### config.mk
export PLATFORM = sky130hd
export DESIGN_NAME = fsa_flags_core
export DESIGN_NICKNAME = d
export VERILOG_FILES = /design/src/include/fsa_pkg.sv /design/src/design/fsa_size_decode.sv /design/src/design/fsa_flags_core.sv
export SDC_FILE = /design/constraint.sdc
export NUM_CORES = 1
export LEC_CHECK = 0
export BUFFER_PORTS_ARGS = -buffer_cell sky130_fd_sc_hd__buf_2
export CORE_ASPECT_RATIO = 1.25
export CORE_MARGIN = 8
export CORE_UTILIZATION = 57
export CTS_CLUSTER_SIZE = 40
export DETAILED_ROUTE_END_ITERATION = 10
export PLACE_DENSITY_LB_ADDON = 0.08
export SYNTH_ARGS = -nofsm -noshare
export SYNTH_HDL_FRONTEND = slang
export SYNTH_SLANG_ARGS = --single-unit
### constraint.sdc
create_clock -name clk -period 8.2 [get_ports clk]
set_clock_uncertainty 0.2 [all_clocks]
set_input_delay 0 -clock clk [delete_from_list [all_inputs] [get_ports clk]]
set_output_delay 0 -clock clk [all_outputs]
set_load 0.005 [all_outputs]
### src/include/fsa_pkg.sv
// constants shared by the flags and size attribute logic
//
// Behaviour
// - direction flag set decrements string pointers
// - set/clear direction instructions write direction flag
// - single-step flag enables step mode
// - interrupt enable flag gates maskable interrupts
// - io allowed when privilege level <= field
// - io field changes only by pop/return at 0
// - nested-task flag marks linked task
// - resume flag steers debug exception response
// - virtual-8086 flag enters virtual-8086 mode
// - alignment check needs flag and mask bit
// - virtual flags act only with extension bit
// - identification flag is program writable
// - wide flags: upper half reserved zero
// - pointer advances or reloads on transfers
// - pointer reachable only through call/return
// - wide pointer; relative address uses next pointer
// - protected mode default size follows d bit
// - real, v86, smm default sizes 16
// - 16-bit address size wraps offsets at 64k
// - 66h/67h toggle sizes, one instruction only
// - 64-bit mode: address 64, operand 32
// - wide operand bit forces 64, beats 66h
package fsa_pkg;
    // ------------------------------------------------------------
    // flag bit positions
    // ------------------------------------------------------------
    localparam int FSA_BIT_ALWAYS1 = 1;
    localparam int FSA_BIT_SSTEP = 8;
    localparam int FSA_BIT_IEN = 9;
    localparam int FSA_BIT_DIR = 10;
    localparam int FSA_BIT_IOPR_LO = 12;
    localparam int FSA_BIT_NEST = 14;
    localparam int FSA_BIT_RESUME = 16;
    localparam int FSA_BIT_V86 = 17;
    localparam int FSA_BIT_ALIGN = 18;
    localparam int FSA_BIT_VINT = 19;
    localparam int FSA_BIT_VPEND = 20;
    localparam int FSA_BIT_IDENT = 21;
    // writable system bits: 8..10, 12..14, 16..21
    localparam logic [31:0] FSA_SYS_MASK = 32'h003F7700;
    localparam logic [31:0] FSA_FLAGS_RESET = 32'h00000002;
    localparam logic [31:0] FSA_ADDR16_MASK = 32'h0000FFFF;
    // 32-bit address wrap for pointer and relative address
    localparam logic [31:0] FSA_ADDR32_MASK = 32'hFFFFFFFF;
    // io privilege field, bits 12 and 13
    localparam logic [31:0] FSA_IO_PRIVILEGE_FIELD_MASK = 32'h00003000;
    // upper half of the wide flags image, always reserved
    localparam logic [31:0] FSA_UPPER_ZERO = 32'h00000000;
    localparam logic [1:0] FSA_PL_KERNEL = 2'h0;
    // ------------------------------------------------------------
    // encodings
    // ------------------------------------------------------------
    typedef enum logic [1:0] {FSA_SZ16, FSA_SZ32, FSA_SZ64} fsa_size_t;
    typedef enum logic [2:0] {
        FSA_MODE_REAL, FSA_MODE_PROT, FSA_MODE_V86, FSA_MODE_SMM,
        FSA_MODE_COMPAT, FSA_MODE_LONG64
    } fsa_mode_t;
    // flags update commands from execution
    typedef enum logic [2:0] {
        FSA_OP_NONE, FSA_OP_SET_DIR, FSA_OP_CLR_DIR, FSA_OP_POP, FSA_OP_INTERRUPT_RETURN_INSTR, FSA_OP_TASK
    } fsa_fop_t;
    // pointer commands
    typedef enum logic [1:0] {FSA_IP_HOLD, FSA_IP_STEP, FSA_IP_LOAD} fsa_ipop_t;
endpackage : fsa_pkg

### src/design/fsa_size_decode.sv
// operand and address size decode for one instruction
`timescale 1ns/100ps
`default_nettype none
module fsa_size_decode
    import fsa_pkg::*;
(
    input wire fsa_mode_t mode,
    input wire logic cs_default_big,
    input wire logic opsize_prefix,
    input wire logic addrsize_prefix,
    input wire logic wide_operand_prefix_bit,
    output fsa_size_t op_size,
    output fsa_size_t addr_size
);
    // ------------------------------------------------------------
    // default sizes per mode
    // ------------------------------------------------------------
    wire logic legacy16 = (mode == FSA_MODE_REAL) || (mode == FSA_MODE_V86)
        || (mode == FSA_MODE_SMM);
    wire logic is64 = (mode == FSA_MODE_LONG64);
    wire logic dflt32 = !legacy16 && cs_default_big;
    // prefix toggles apply only to this instruction's inputs
    wire logic op32 = dflt32 ^ opsize_prefix;
    wire logic ad32 = dflt32 ^ addrsize_prefix;
    // ------------------------------------------------------------
    // selection
    // ------------------------------------------------------------
    // 64-bit mode: wide bit beats 66h, 16-bit addressing not reachable
    assign op_size = is64 ? (wide_operand_prefix_bit ? FSA_SZ64 :
        (opsize_prefix ? FSA_SZ16 : FSA_SZ32)) : (op32 ? FSA_SZ32 : FSA_SZ16);
    assign addr_size = is64 ? (addrsize_prefix ? FSA_SZ32 : FSA_SZ64)
        : (ad32 ? FSA_SZ32 : FSA_SZ16);
endmodule : fsa_size_decode
`default_nettype wire

### src/design/fsa_flags_core.sv
// system flags, instruction pointer and size attribute logic
`timescale 1ns/100ps
`default_nettype none
module fsa_flags_core
    import fsa_pkg::*;
#(
    parameter int IP_W = 64
) (
    input wire logic clk,
    input wire logic reset_n,
    // execution side
    input wire fsa_mode_t mode,
    input wire logic [1:0] current_privilege_level,
    input wire fsa_fop_t flag_op,
    input wire logic [31:0] flag_wdata,
    input wire logic task_linked,
    input wire logic alignment_mask_bit,
    input wire logic virtual_mode_extension_bit,
    // instruction pointer side
    input wire fsa_ipop_t ip_op,
    input wire logic [3:0] instr_len,
    input wire logic [IP_W-1:0] ip_target,
    input wire logic [31:0] displacement,
    // per-instruction size attributes
    input wire logic cs_default_big,
    input wire logic opsize_prefix,
    input wire logic addrsize_prefix,
    input wire logic wide_operand_prefix_bit,
    // outputs
    output logic [63:0] wide_processor_flags,
    output logic string_step_down,
    output logic single_step_en,
    output logic maskable_int_en,
    output logic io_access_ok,
    output logic debug_resume,
    output logic v86_active,
    output logic align_check_en,
    output logic vint_active,
    output logic vint_pending,
    output logic [IP_W-1:0] return_address,
    output logic [IP_W-1:0] relative_address,
    output fsa_size_t op_size,
    output fsa_size_t addr_size
);
    // ------------------------------------------------------------
    // elaboration checks
    // ------------------------------------------------------------
    if (IP_W != 64) begin : g_bad_width
        $error("fsa_flags_core: pointer width must be 64");
    end

    // ------------------------------------------------------------
    // state
    // ------------------------------------------------------------
    logic [31:0] processor_flags; // 32-bit flags image
    logic [IP_W-1:0] instruction_pointer; // next instruction offset
    logic [31:0] next_flags;
    logic [IP_W-1:0] next_ip;
    fsa_size_t dec_op;
    fsa_size_t dec_addr;

    // ------------------------------------------------------------
    // flag update decode
    // ------------------------------------------------------------
    wire logic at_kernel = (current_privilege_level == FSA_PL_KERNEL);
    wire logic is_load = (flag_op == FSA_OP_POP) || (flag_op == FSA_OP_INTERRUPT_RETURN_INSTR);
    // io field writable only from privilege 0 by pop or return
    wire logic io_privilege_field_wr = is_load && at_kernel;
    wire logic [31:0] io_privilege_field_bits = FSA_IO_PRIVILEGE_FIELD_MASK;
    wire logic [31:0] load_mask = io_privilege_field_wr ? FSA_SYS_MASK : (FSA_SYS_MASK & ~io_privilege_field_bits);
    wire logic [31:0] loaded = (processor_flags & ~load_mask) | (flag_wdata & load_mask);

    // next flag image; always-one bit forced, reserved bits zero
    always_comb begin
        next_flags = processor_flags;
        unique case (flag_op)
            FSA_OP_NONE: next_flags = processor_flags;
            FSA_OP_SET_DIR: next_flags[FSA_BIT_DIR] = 1'b1;
            FSA_OP_CLR_DIR: next_flags[FSA_BIT_DIR] = 1'b0;
            FSA_OP_POP, FSA_OP_INTERRUPT_RETURN_INSTR: next_flags = loaded;
            FSA_OP_TASK: next_flags[FSA_BIT_NEST] = task_linked;
            default: next_flags = processor_flags;
        endcase
        next_flags = (next_flags & FSA_SYS_MASK) | FSA_FLAGS_RESET;
    end

    // flags register
    always_ff @(posedge clk or negedge reset_n) begin
        if (!reset_n) begin
            processor_flags <= FSA_FLAGS_RESET;
        end else begin
            processor_flags <= next_flags;
        end
    end

    // ------------------------------------------------------------
    // instruction pointer
    // ------------------------------------------------------------
    // no software port reaches the pointer; only steps and loads
    wire logic [IP_W-1:0] ip_stepped = instruction_pointer + IP_W'(instr_len);
    wire logic [IP_W-1:0] ip_raw = (ip_op == FSA_IP_LOAD) ? ip_target :
        (ip_op == FSA_IP_STEP) ? ip_stepped : instruction_pointer;
    // outside 64-bit mode the pointer wraps at its address size
    wire logic [IP_W-1:0] ip_mask = (mode == FSA_MODE_LONG64) ? {IP_W{1'b1}} :
        (dec_addr == FSA_SZ16) ? IP_W'(FSA_ADDR16_MASK) : IP_W'(FSA_ADDR32_MASK);
    assign next_ip = ip_raw & ip_mask;

    // pointer register
    always_ff @(posedge clk or negedge reset_n) begin
        if (!reset_n) begin
            instruction_pointer <= '0;
        end else begin
            instruction_pointer <= next_ip;
        end
    end

    // ------------------------------------------------------------
    // size decode
    // ------------------------------------------------------------
    fsa_size_decode u_dec (
        .mode(mode),
        .cs_default_big(cs_default_big),
        .opsize_prefix(opsize_prefix),
        .addrsize_prefix(addrsize_prefix),
        .wide_operand_prefix_bit(wide_operand_prefix_bit),
        .op_size(dec_op),
        .addr_size(dec_addr)
    );

    // ------------------------------------------------------------
    // derived controls, combinational before registering
    // ------------------------------------------------------------
    wire logic [1:0] io_field = processor_flags[FSA_BIT_IOPR_LO +: 2];
    wire logic c_io_ok = (current_privilege_level <= io_field);
    wire logic c_align = processor_flags[FSA_BIT_ALIGN] && alignment_mask_bit;
    wire logic c_vint = processor_flags[FSA_BIT_VINT] && virtual_mode_extension_bit;
    wire logic c_vpend = processor_flags[FSA_BIT_VPEND] && virtual_mode_extension_bit;
    // displacement sign-extended, added to the next instruction pointer
    wire logic [IP_W-1:0] disp_ext = {{(IP_W-32){displacement[31]}}, displacement};
    wire logic [IP_W-1:0] rel_sum = next_ip + disp_ext;
    wire logic [IP_W-1:0] rel_mask = (dec_addr == FSA_SZ64) ? {IP_W{1'b1}} :
        (dec_addr == FSA_SZ32) ? IP_W'(FSA_ADDR32_MASK) : IP_W'(FSA_ADDR16_MASK);

    // registered outputs: every output from a flip-flop
    always_ff @(posedge clk or negedge reset_n) begin
        if (!reset_n) begin
            wide_processor_flags <= {FSA_UPPER_ZERO, FSA_FLAGS_RESET};
            string_step_down <= 1'b0;
            single_step_en <= 1'b0;
            maskable_int_en <= 1'b0;
            io_access_ok <= 1'b0;
            debug_resume <= 1'b0;
            v86_active <= 1'b0;
            align_check_en <= 1'b0;
            vint_active <= 1'b0;
            vint_pending <= 1'b0;
            return_address <= '0;
            relative_address <= '0;
            op_size <= FSA_SZ16;
            addr_size <= FSA_SZ16;
        end else begin
            wide_processor_flags <= {FSA_UPPER_ZERO, processor_flags};
            string_step_down <= processor_flags[FSA_BIT_DIR];
            single_step_en <= processor_flags[FSA_BIT_SSTEP];
            maskable_int_en <= processor_flags[FSA_BIT_IEN];
            io_access_ok <= c_io_ok;
            debug_resume <= processor_flags[FSA_BIT_RESUME];
            v86_active <= processor_flags[FSA_BIT_V86];
            align_check_en <= c_align;
            vint_active <= c_vint;
            vint_pending <= c_vpend;
            return_address <= next_ip;
            relative_address <= rel_sum & rel_mask;
            op_size <= dec_op;
            addr_size <= dec_addr;
        end
    end

    // ------------------------------------------------------------
    // assertions
    // ------------------------------------------------------------
    dir_set_a: assert property (@(posedge clk) disable iff (!reset_n)
        flag_op == FSA_OP_SET_DIR |=> ##1 string_step_down)
        else $error("direction set not seen");
    dir_clr_a: assert property (@(posedge clk) disable iff (!reset_n)
        flag_op == FSA_OP_CLR_DIR |=> ##1 !string_step_down)
        else $error("direction clear not seen");
    io_privilege_field_hold_a: assert property (@(posedge clk) disable iff (!reset_n)
        !(is_load && at_kernel) |=> $stable(processor_flags[FSA_BIT_IOPR_LO +: 2]))
        else $error("io field changed illegally");
    io_gate_a: assert property (@(posedge clk) disable iff (!reset_n)
        io_access_ok |-> $past(current_privilege_level) <= $past(io_field))
        else $error("io allowed above field");
    align_gate_a: assert property (@(posedge clk) disable iff (!reset_n)
        align_check_en |-> $past(alignment_mask_bit))
        else $error("alignment check without mask bit");
    vint_gate_a: assert property (@(posedge clk) disable iff (!reset_n)
        (vint_active || vint_pending) |-> $past(virtual_mode_extension_bit))
        else $error("virtual flag without extension");
    upper_zero_a: assert property (@(posedge clk) disable iff (!reset_n)
        wide_processor_flags == {FSA_UPPER_ZERO, $past(processor_flags)})
        else $error("wide flags image wrong");
    // privileged load copies the io field from the written image
    io_privilege_field_load_a: assert property (@(posedge clk) disable iff (!reset_n)
        (is_load && at_kernel) |=> processor_flags[FSA_BIT_IOPR_LO +: 2]
        == $past(flag_wdata[FSA_BIT_IOPR_LO +: 2]))
        else $error("io field not loaded");
    // nested bit follows the task link on a task command
    nest_a: assert property (@(posedge clk) disable iff (!reset_n)
        flag_op == FSA_OP_TASK |=> processor_flags[FSA_BIT_NEST] == $past(task_linked))
        else $error("nested bit not written");
    // identification bit must toggle under software control
    ident_a: assert property (@(posedge clk) disable iff (!reset_n)
        is_load |=> processor_flags[FSA_BIT_IDENT] == $past(flag_wdata[FSA_BIT_IDENT]))
        else $error("identification bit not writable");
    // step flag output mirrors the stored bit one edge later
    sstep_out_a: assert property (@(posedge clk) disable iff (!reset_n)
        single_step_en == $past(processor_flags[FSA_BIT_SSTEP]))
        else $error("step output wrong");
    // interrupt enable output mirrors the stored bit
    ien_out_a: assert property (@(posedge clk) disable iff (!reset_n)
        maskable_int_en == $past(processor_flags[FSA_BIT_IEN]))
        else $error("interrupt enable output wrong");
    // resume output mirrors the stored bit
    resume_out_a: assert property (@(posedge clk) disable iff (!reset_n)
        debug_resume == $past(processor_flags[FSA_BIT_RESUME]))
        else $error("resume output wrong");
    // virtual-8086 output mirrors the stored bit
    v86_out_a: assert property (@(posedge clk) disable iff (!reset_n)
        v86_active == $past(processor_flags[FSA_BIT_V86]))
        else $error("v86 output wrong");
    // a load in 64-bit mode takes the target unmasked
    ip_load_a: assert property (@(posedge clk) disable iff (!reset_n)
        (ip_op == FSA_IP_LOAD && mode == FSA_MODE_LONG64)
        |=> instruction_pointer == $past(ip_target))
        else $error("pointer not loaded");
    // 64-bit relative address is next pointer plus displacement
    rel_sum_a: assert property (@(posedge clk) disable iff (!reset_n)
        dec_addr == FSA_SZ64 |=> relative_address == $past(next_ip) + $past(disp_ext))
        else $error("relative address wrong");
    // compatibility mode address size follows the d bit when no address prefix is given
    compat_addr_a: assert property (@(posedge clk) disable iff (!reset_n)
        (mode == FSA_MODE_COMPAT && !addrsize_prefix)
        |=> addr_size == ($past(cs_default_big) ? FSA_SZ32 : FSA_SZ16))
        else $error("compatibility address size wrong");
    ip_step_a: assert property (@(posedge clk) disable iff (!reset_n)
        (ip_op == FSA_IP_STEP && mode == FSA_MODE_LONG64)
        |=> instruction_pointer == $past(instruction_pointer) + IP_W'($past(instr_len)))
        else $error("pointer did not advance");
    legacy16_a: assert property (@(posedge clk) disable iff (!reset_n)
        (mode == FSA_MODE_REAL && !opsize_prefix && !addrsize_prefix)
        |=> op_size == FSA_SZ16 && addr_size == FSA_SZ16)
        else $error("real mode default not 16");
    wide_op_a: assert property (@(posedge clk) disable iff (!reset_n)
        (mode == FSA_MODE_LONG64 && wide_operand_prefix_bit) |=> op_size == FSA_SZ64)
        else $error("wide bit did not force 64");
    no16_a: assert property (@(posedge clk) disable iff (!reset_n)
        (mode == FSA_MODE_LONG64) |=> addr_size != FSA_SZ16)
        else $error("16-bit address in 64-bit mode");
    prot_d_a: assert property (@(posedge clk) disable iff (!reset_n)
        (mode == FSA_MODE_PROT && !opsize_prefix)
        |=> op_size == ($past(cs_default_big) ? FSA_SZ32 : FSA_SZ16))
        else $error("protected default size wrong");
endmodule : fsa_flags_core
`default_nettype wire

==> impl_metrics.py <==
metrics = {
    "timing": {
        "setup_viol_count_final": 0,
        "period_share_pct": 73.55,
        "tightest_slew_ns": 1.104,
        "whs_ns": -0.03663,
        "fmax_mhz": 165.8,
        "post-route-min-period_ns": 6.031,
        "maxSlewHeadroom_pct": 26.06,
        "hold_viol": 22,
        "rsz0062_at_grt": "no",
        "slew_viol_final": 0,
        "postLayoutSetupSlackWorst_ns": 2.169,
        "setup_tns_ns": 0,
    },
    "setup_path": {
        "path_cells": "ha_1, inv_1, fa_1, nor2b_1, o21a_1, o21bai_1, nor3_2, nand3_1, xor2_1, a211oi_1, ha_1, nand4_1, nor3_1, nand2_1, a31oi_1, o31ai_1, o31ai_1, a21oi_1, mux2i_1",
        "cp_slowest_cell": "o31ai_1",
        "path_max_fanout": 8,
        "r2r_start": "return_address[0]",
        "cp_top_family": "compound AO/OA/AOI/OAI gates",
        "crit_cells": 19,
        "crit_path_end_kind": "flip-flop",
        "critPathArrivalTime_ns": 6.14,
        "rrSetupSlack_ns": 2.17,
        "path_buf_inv": 1,
        "worstPathRequired_ns": 8.31,
        "crit_path_end": "relative_address[57]",
        "cpPeakStageDelay_ns": 0.68,
        "start_kind": "flip-flop",
        "crit_type": "reg2reg",
        "r2r-end": "relative_address[57]",
        "worstSetupStartpoint": "return_address[0]",
        "rr_worst_depth": 19,
    },
    "synthesis": {
        "syn-cell-area_sq_um": 11290,
        "ys_async_sr_fraction_pct": 100.0,
        "seq_area_frac_synth_pct": 35.46,
        "yosysWarnings": 0,
        "synthFlopType": "dfrtp_1",
        "synth_cell_types": 69,
        "syn_avg_cell_area_sq_um": 8.579,
        "ys_ff_latch": 160,
        "syn_inst": 1316,
        "synth_edf_count": 0,
    },
    "clocking": {
        "root_buffer": "clkbuf_16",
        "tritoncts": "done",
        "clk_path_buf_depth": 2,
        "path_clk_slew_ns": 0.07,
        "cts_num_sinks": 160,
        "cts_max_level": 4,
        "cts-resized-gates": 0,
        "worst_skew_pair.late_latency_ns": 0.44,
        "cts_buffers": 17,
    },
    "routing": {
        "drt.antenna.violating_nets": 0,
        "avgViaCountPerCell": 5.890,
        "drtIter0Drc": 804,
        "first_pass_iters": 5,
        "via_count": 11620,
        "routedWlPerCell_microns": 19.95,
        "drc": 0,
        "routed_wl_microns": 39360,
    },
    "floorplan": {
        "design.portCount": 356,
        "dieArea_sq_um": 24590,
        "dieWidth_microns": 141.9,
        "initial_utilization_pct": 57.98,
        "die_h_microns": 173.3,
        "core_area_sq_um": 19470,
        "fp-row-count": 57,
    },
    "global_route": {
        "grt_pass1_wl_microns": 62620,
        "grt_pass1_vias": 12012,
        "grt_util_all_layers_pct": 31.90,
        "grt_overflow": 0,
        "grt_max_degree": 88,
        "antenna_found_initial": 3,
    },
    "placed_design": {
        "gp_congestion": 0.9743,
        "placed_cell_area_sq_um": 12610,
        "place_inst": 1802,
        "io_buffers": 283,
        "preCtsSetupSlack_ns": 2.325,
        "dp_hpwl_microns": 28880,
    },
    "job": {
        "cap_violations": 0,
    },
    "power_and_ir_drop": {
        "ir_drop_uv": 129.5,
        "total_power_mw": 2.598,
        "p_leak_nw": 7.071,
        "power_density_nw_per_um2": 177.8,
    },
    "layout": {
        "final_cell_mix": "buf_2 (282), dfrtp_1 (160), dlygate4sd3_1 (137)",
        "final_area_sq_um": 14610,
        "final_common_cell": "buf_2",
        "drive_gt1_share_pct": 20.28,
        "area_growth_pct": 29.41,
        "final_cells": 1973,
        "final_util_pct": 75.04,
        "nets": 1916,
    },
    "status": {
        "violations": "hold timing",
        "outcome": "finished, violations left",
    },
    "worst_hold_path": {
        "hold_class": "in2async",
    },
}
logic make-up after synthesis:
| group | count (synthesis) | share of synthesized area [%] |
|---|---|---|
| AOI/OAI and AO/OA | 347 | 19.68 |
| xor gates and xnor gates | 90 | 6.982 |
| and+or+nand+nor | 470 | 20.43 |
| muxes | 24 | 2.250 |
| DFF | 160 | 35.46 |
| other | 2 | 0.06652 |
| adders and majority gates | 72 | 8.113 |
| buffers and inverters | 151 | 7.015 |
area by class of cell:
cell class,instances,area [sq um]
timing repair buffer,425,2831
antenna,2,5.005
tap,265,331.6
sequential,160,4004
fill,1421,4860
inverter,34,127.6
multi-input combinational,1055,6691
clock inverter,15,193.9
clock buffer,17,425.4
cells in the mapped netlist, drive strengths merged (4+ instances only):
| master | instances | area share, % |
|---|---|---|
| nor2 | 123 | 4.1 |
| o21bai | 15 | 1.0 |
| and4 | 9 | 0.70 |
| buf | 64 | 4.1 |
| xnor2 | 38 | 2.9 |
| a311oi | 8 | 0.62 |
| ha | 70 | 7.8 |
| a211oi | 49 | 3.3 |
| xor2 | 52 | 4.0 |
| a21oi | 101 | 4.5 |
| nor3b | 6 | 0.50 |
| a31oi | 12 | 0.72 |
| nand3 | 39 | 1.7 |
| and2 | 24 | 1.3 |
| o31ai | 4 | 0.27 |
| clkbuf | 53 | 1.8 |
| a211o | 4 | 0.31 |
| mux2i | 13 | 1.2 |
| mux2 | 11 | 1.1 |
| a21o | 27 | 1.8 |
| o21ai | 70 | 3.1 |
| a22oi | 4 | 0.27 |
| nand2 | 125 | 4.2 |
| and3 | 16 | 0.89 |
| or3 | 17 | 0.94 |
| nor2b | 11 | 0.61 |
| nand2b | 10 | 0.55 |
| dfrtp | 160 | 35 |
| inv | 34 | 1.1 |
| nor4 | 5 | 0.28 |
| o211ai | 14 | 0.93 |
| nand4 | 38 | 2.2 |
| nor3 | 34 | 1.6 |
| o21a | 13 | 0.86 |
power breakdown:
part	switching (mW)	leakage (nW)	internal, mW
Clock	0.392	0.298	0.441
Combinational	0.444	4.71	0.363
Sequential	0.0615	2.06	0.897
how the worst min path moves through the flow:
| stage | startpoint | endpoint | slack (ns) | cells after the start |
|---|---|---|---|---|
| 3_5_place_dp | reset_n | processor_flags[9] | -0.1 | 1 |
| 6_report | reset_n | io_access_ok | -0.04 | 2 |
| 2_1_floorplan | reset_n | async pin | -0.50 | 0 |
| 5_1_grt | reset_n | io_access_ok | 0.06 | 2 |
| 3_3_place_gp | reset_n | io_access_ok | -0.11 | 1 |
| 4_1_cts | reset_n | processor_flags[9] | 0.007 | 2 |
flip-flops by register name, indices dropped and copies added, names as in the netlist, named ones only:
register / cells
vint_active: 1
return_address: 64
align_check_en: 1
relative_address: 64
io_access_ok: 1
op_size: 2
wide_processor_flags: 12
addr_size: 2
vint_pending: 1
processor_flags: 10
routing by layer:
layer | global-route usage [%] | wire (microns) | vias up
met5 | 0 | 9 | -
met4 | 16.73 | 1944 | 2
met3 | 6.861 | 2907 | 127
met2 | 55.26 | 19630 | 562
met1 | 35.94 | 14870 | 5538
li1 | - | - | 5391
repair_timing:
item                      4_1_cts  5_1_grt
setup buffers                   0        0
hold buffers                  137        0
hold endpoints to repair      200        0
No activity file was read; power rests on OpenSTA's default activity.
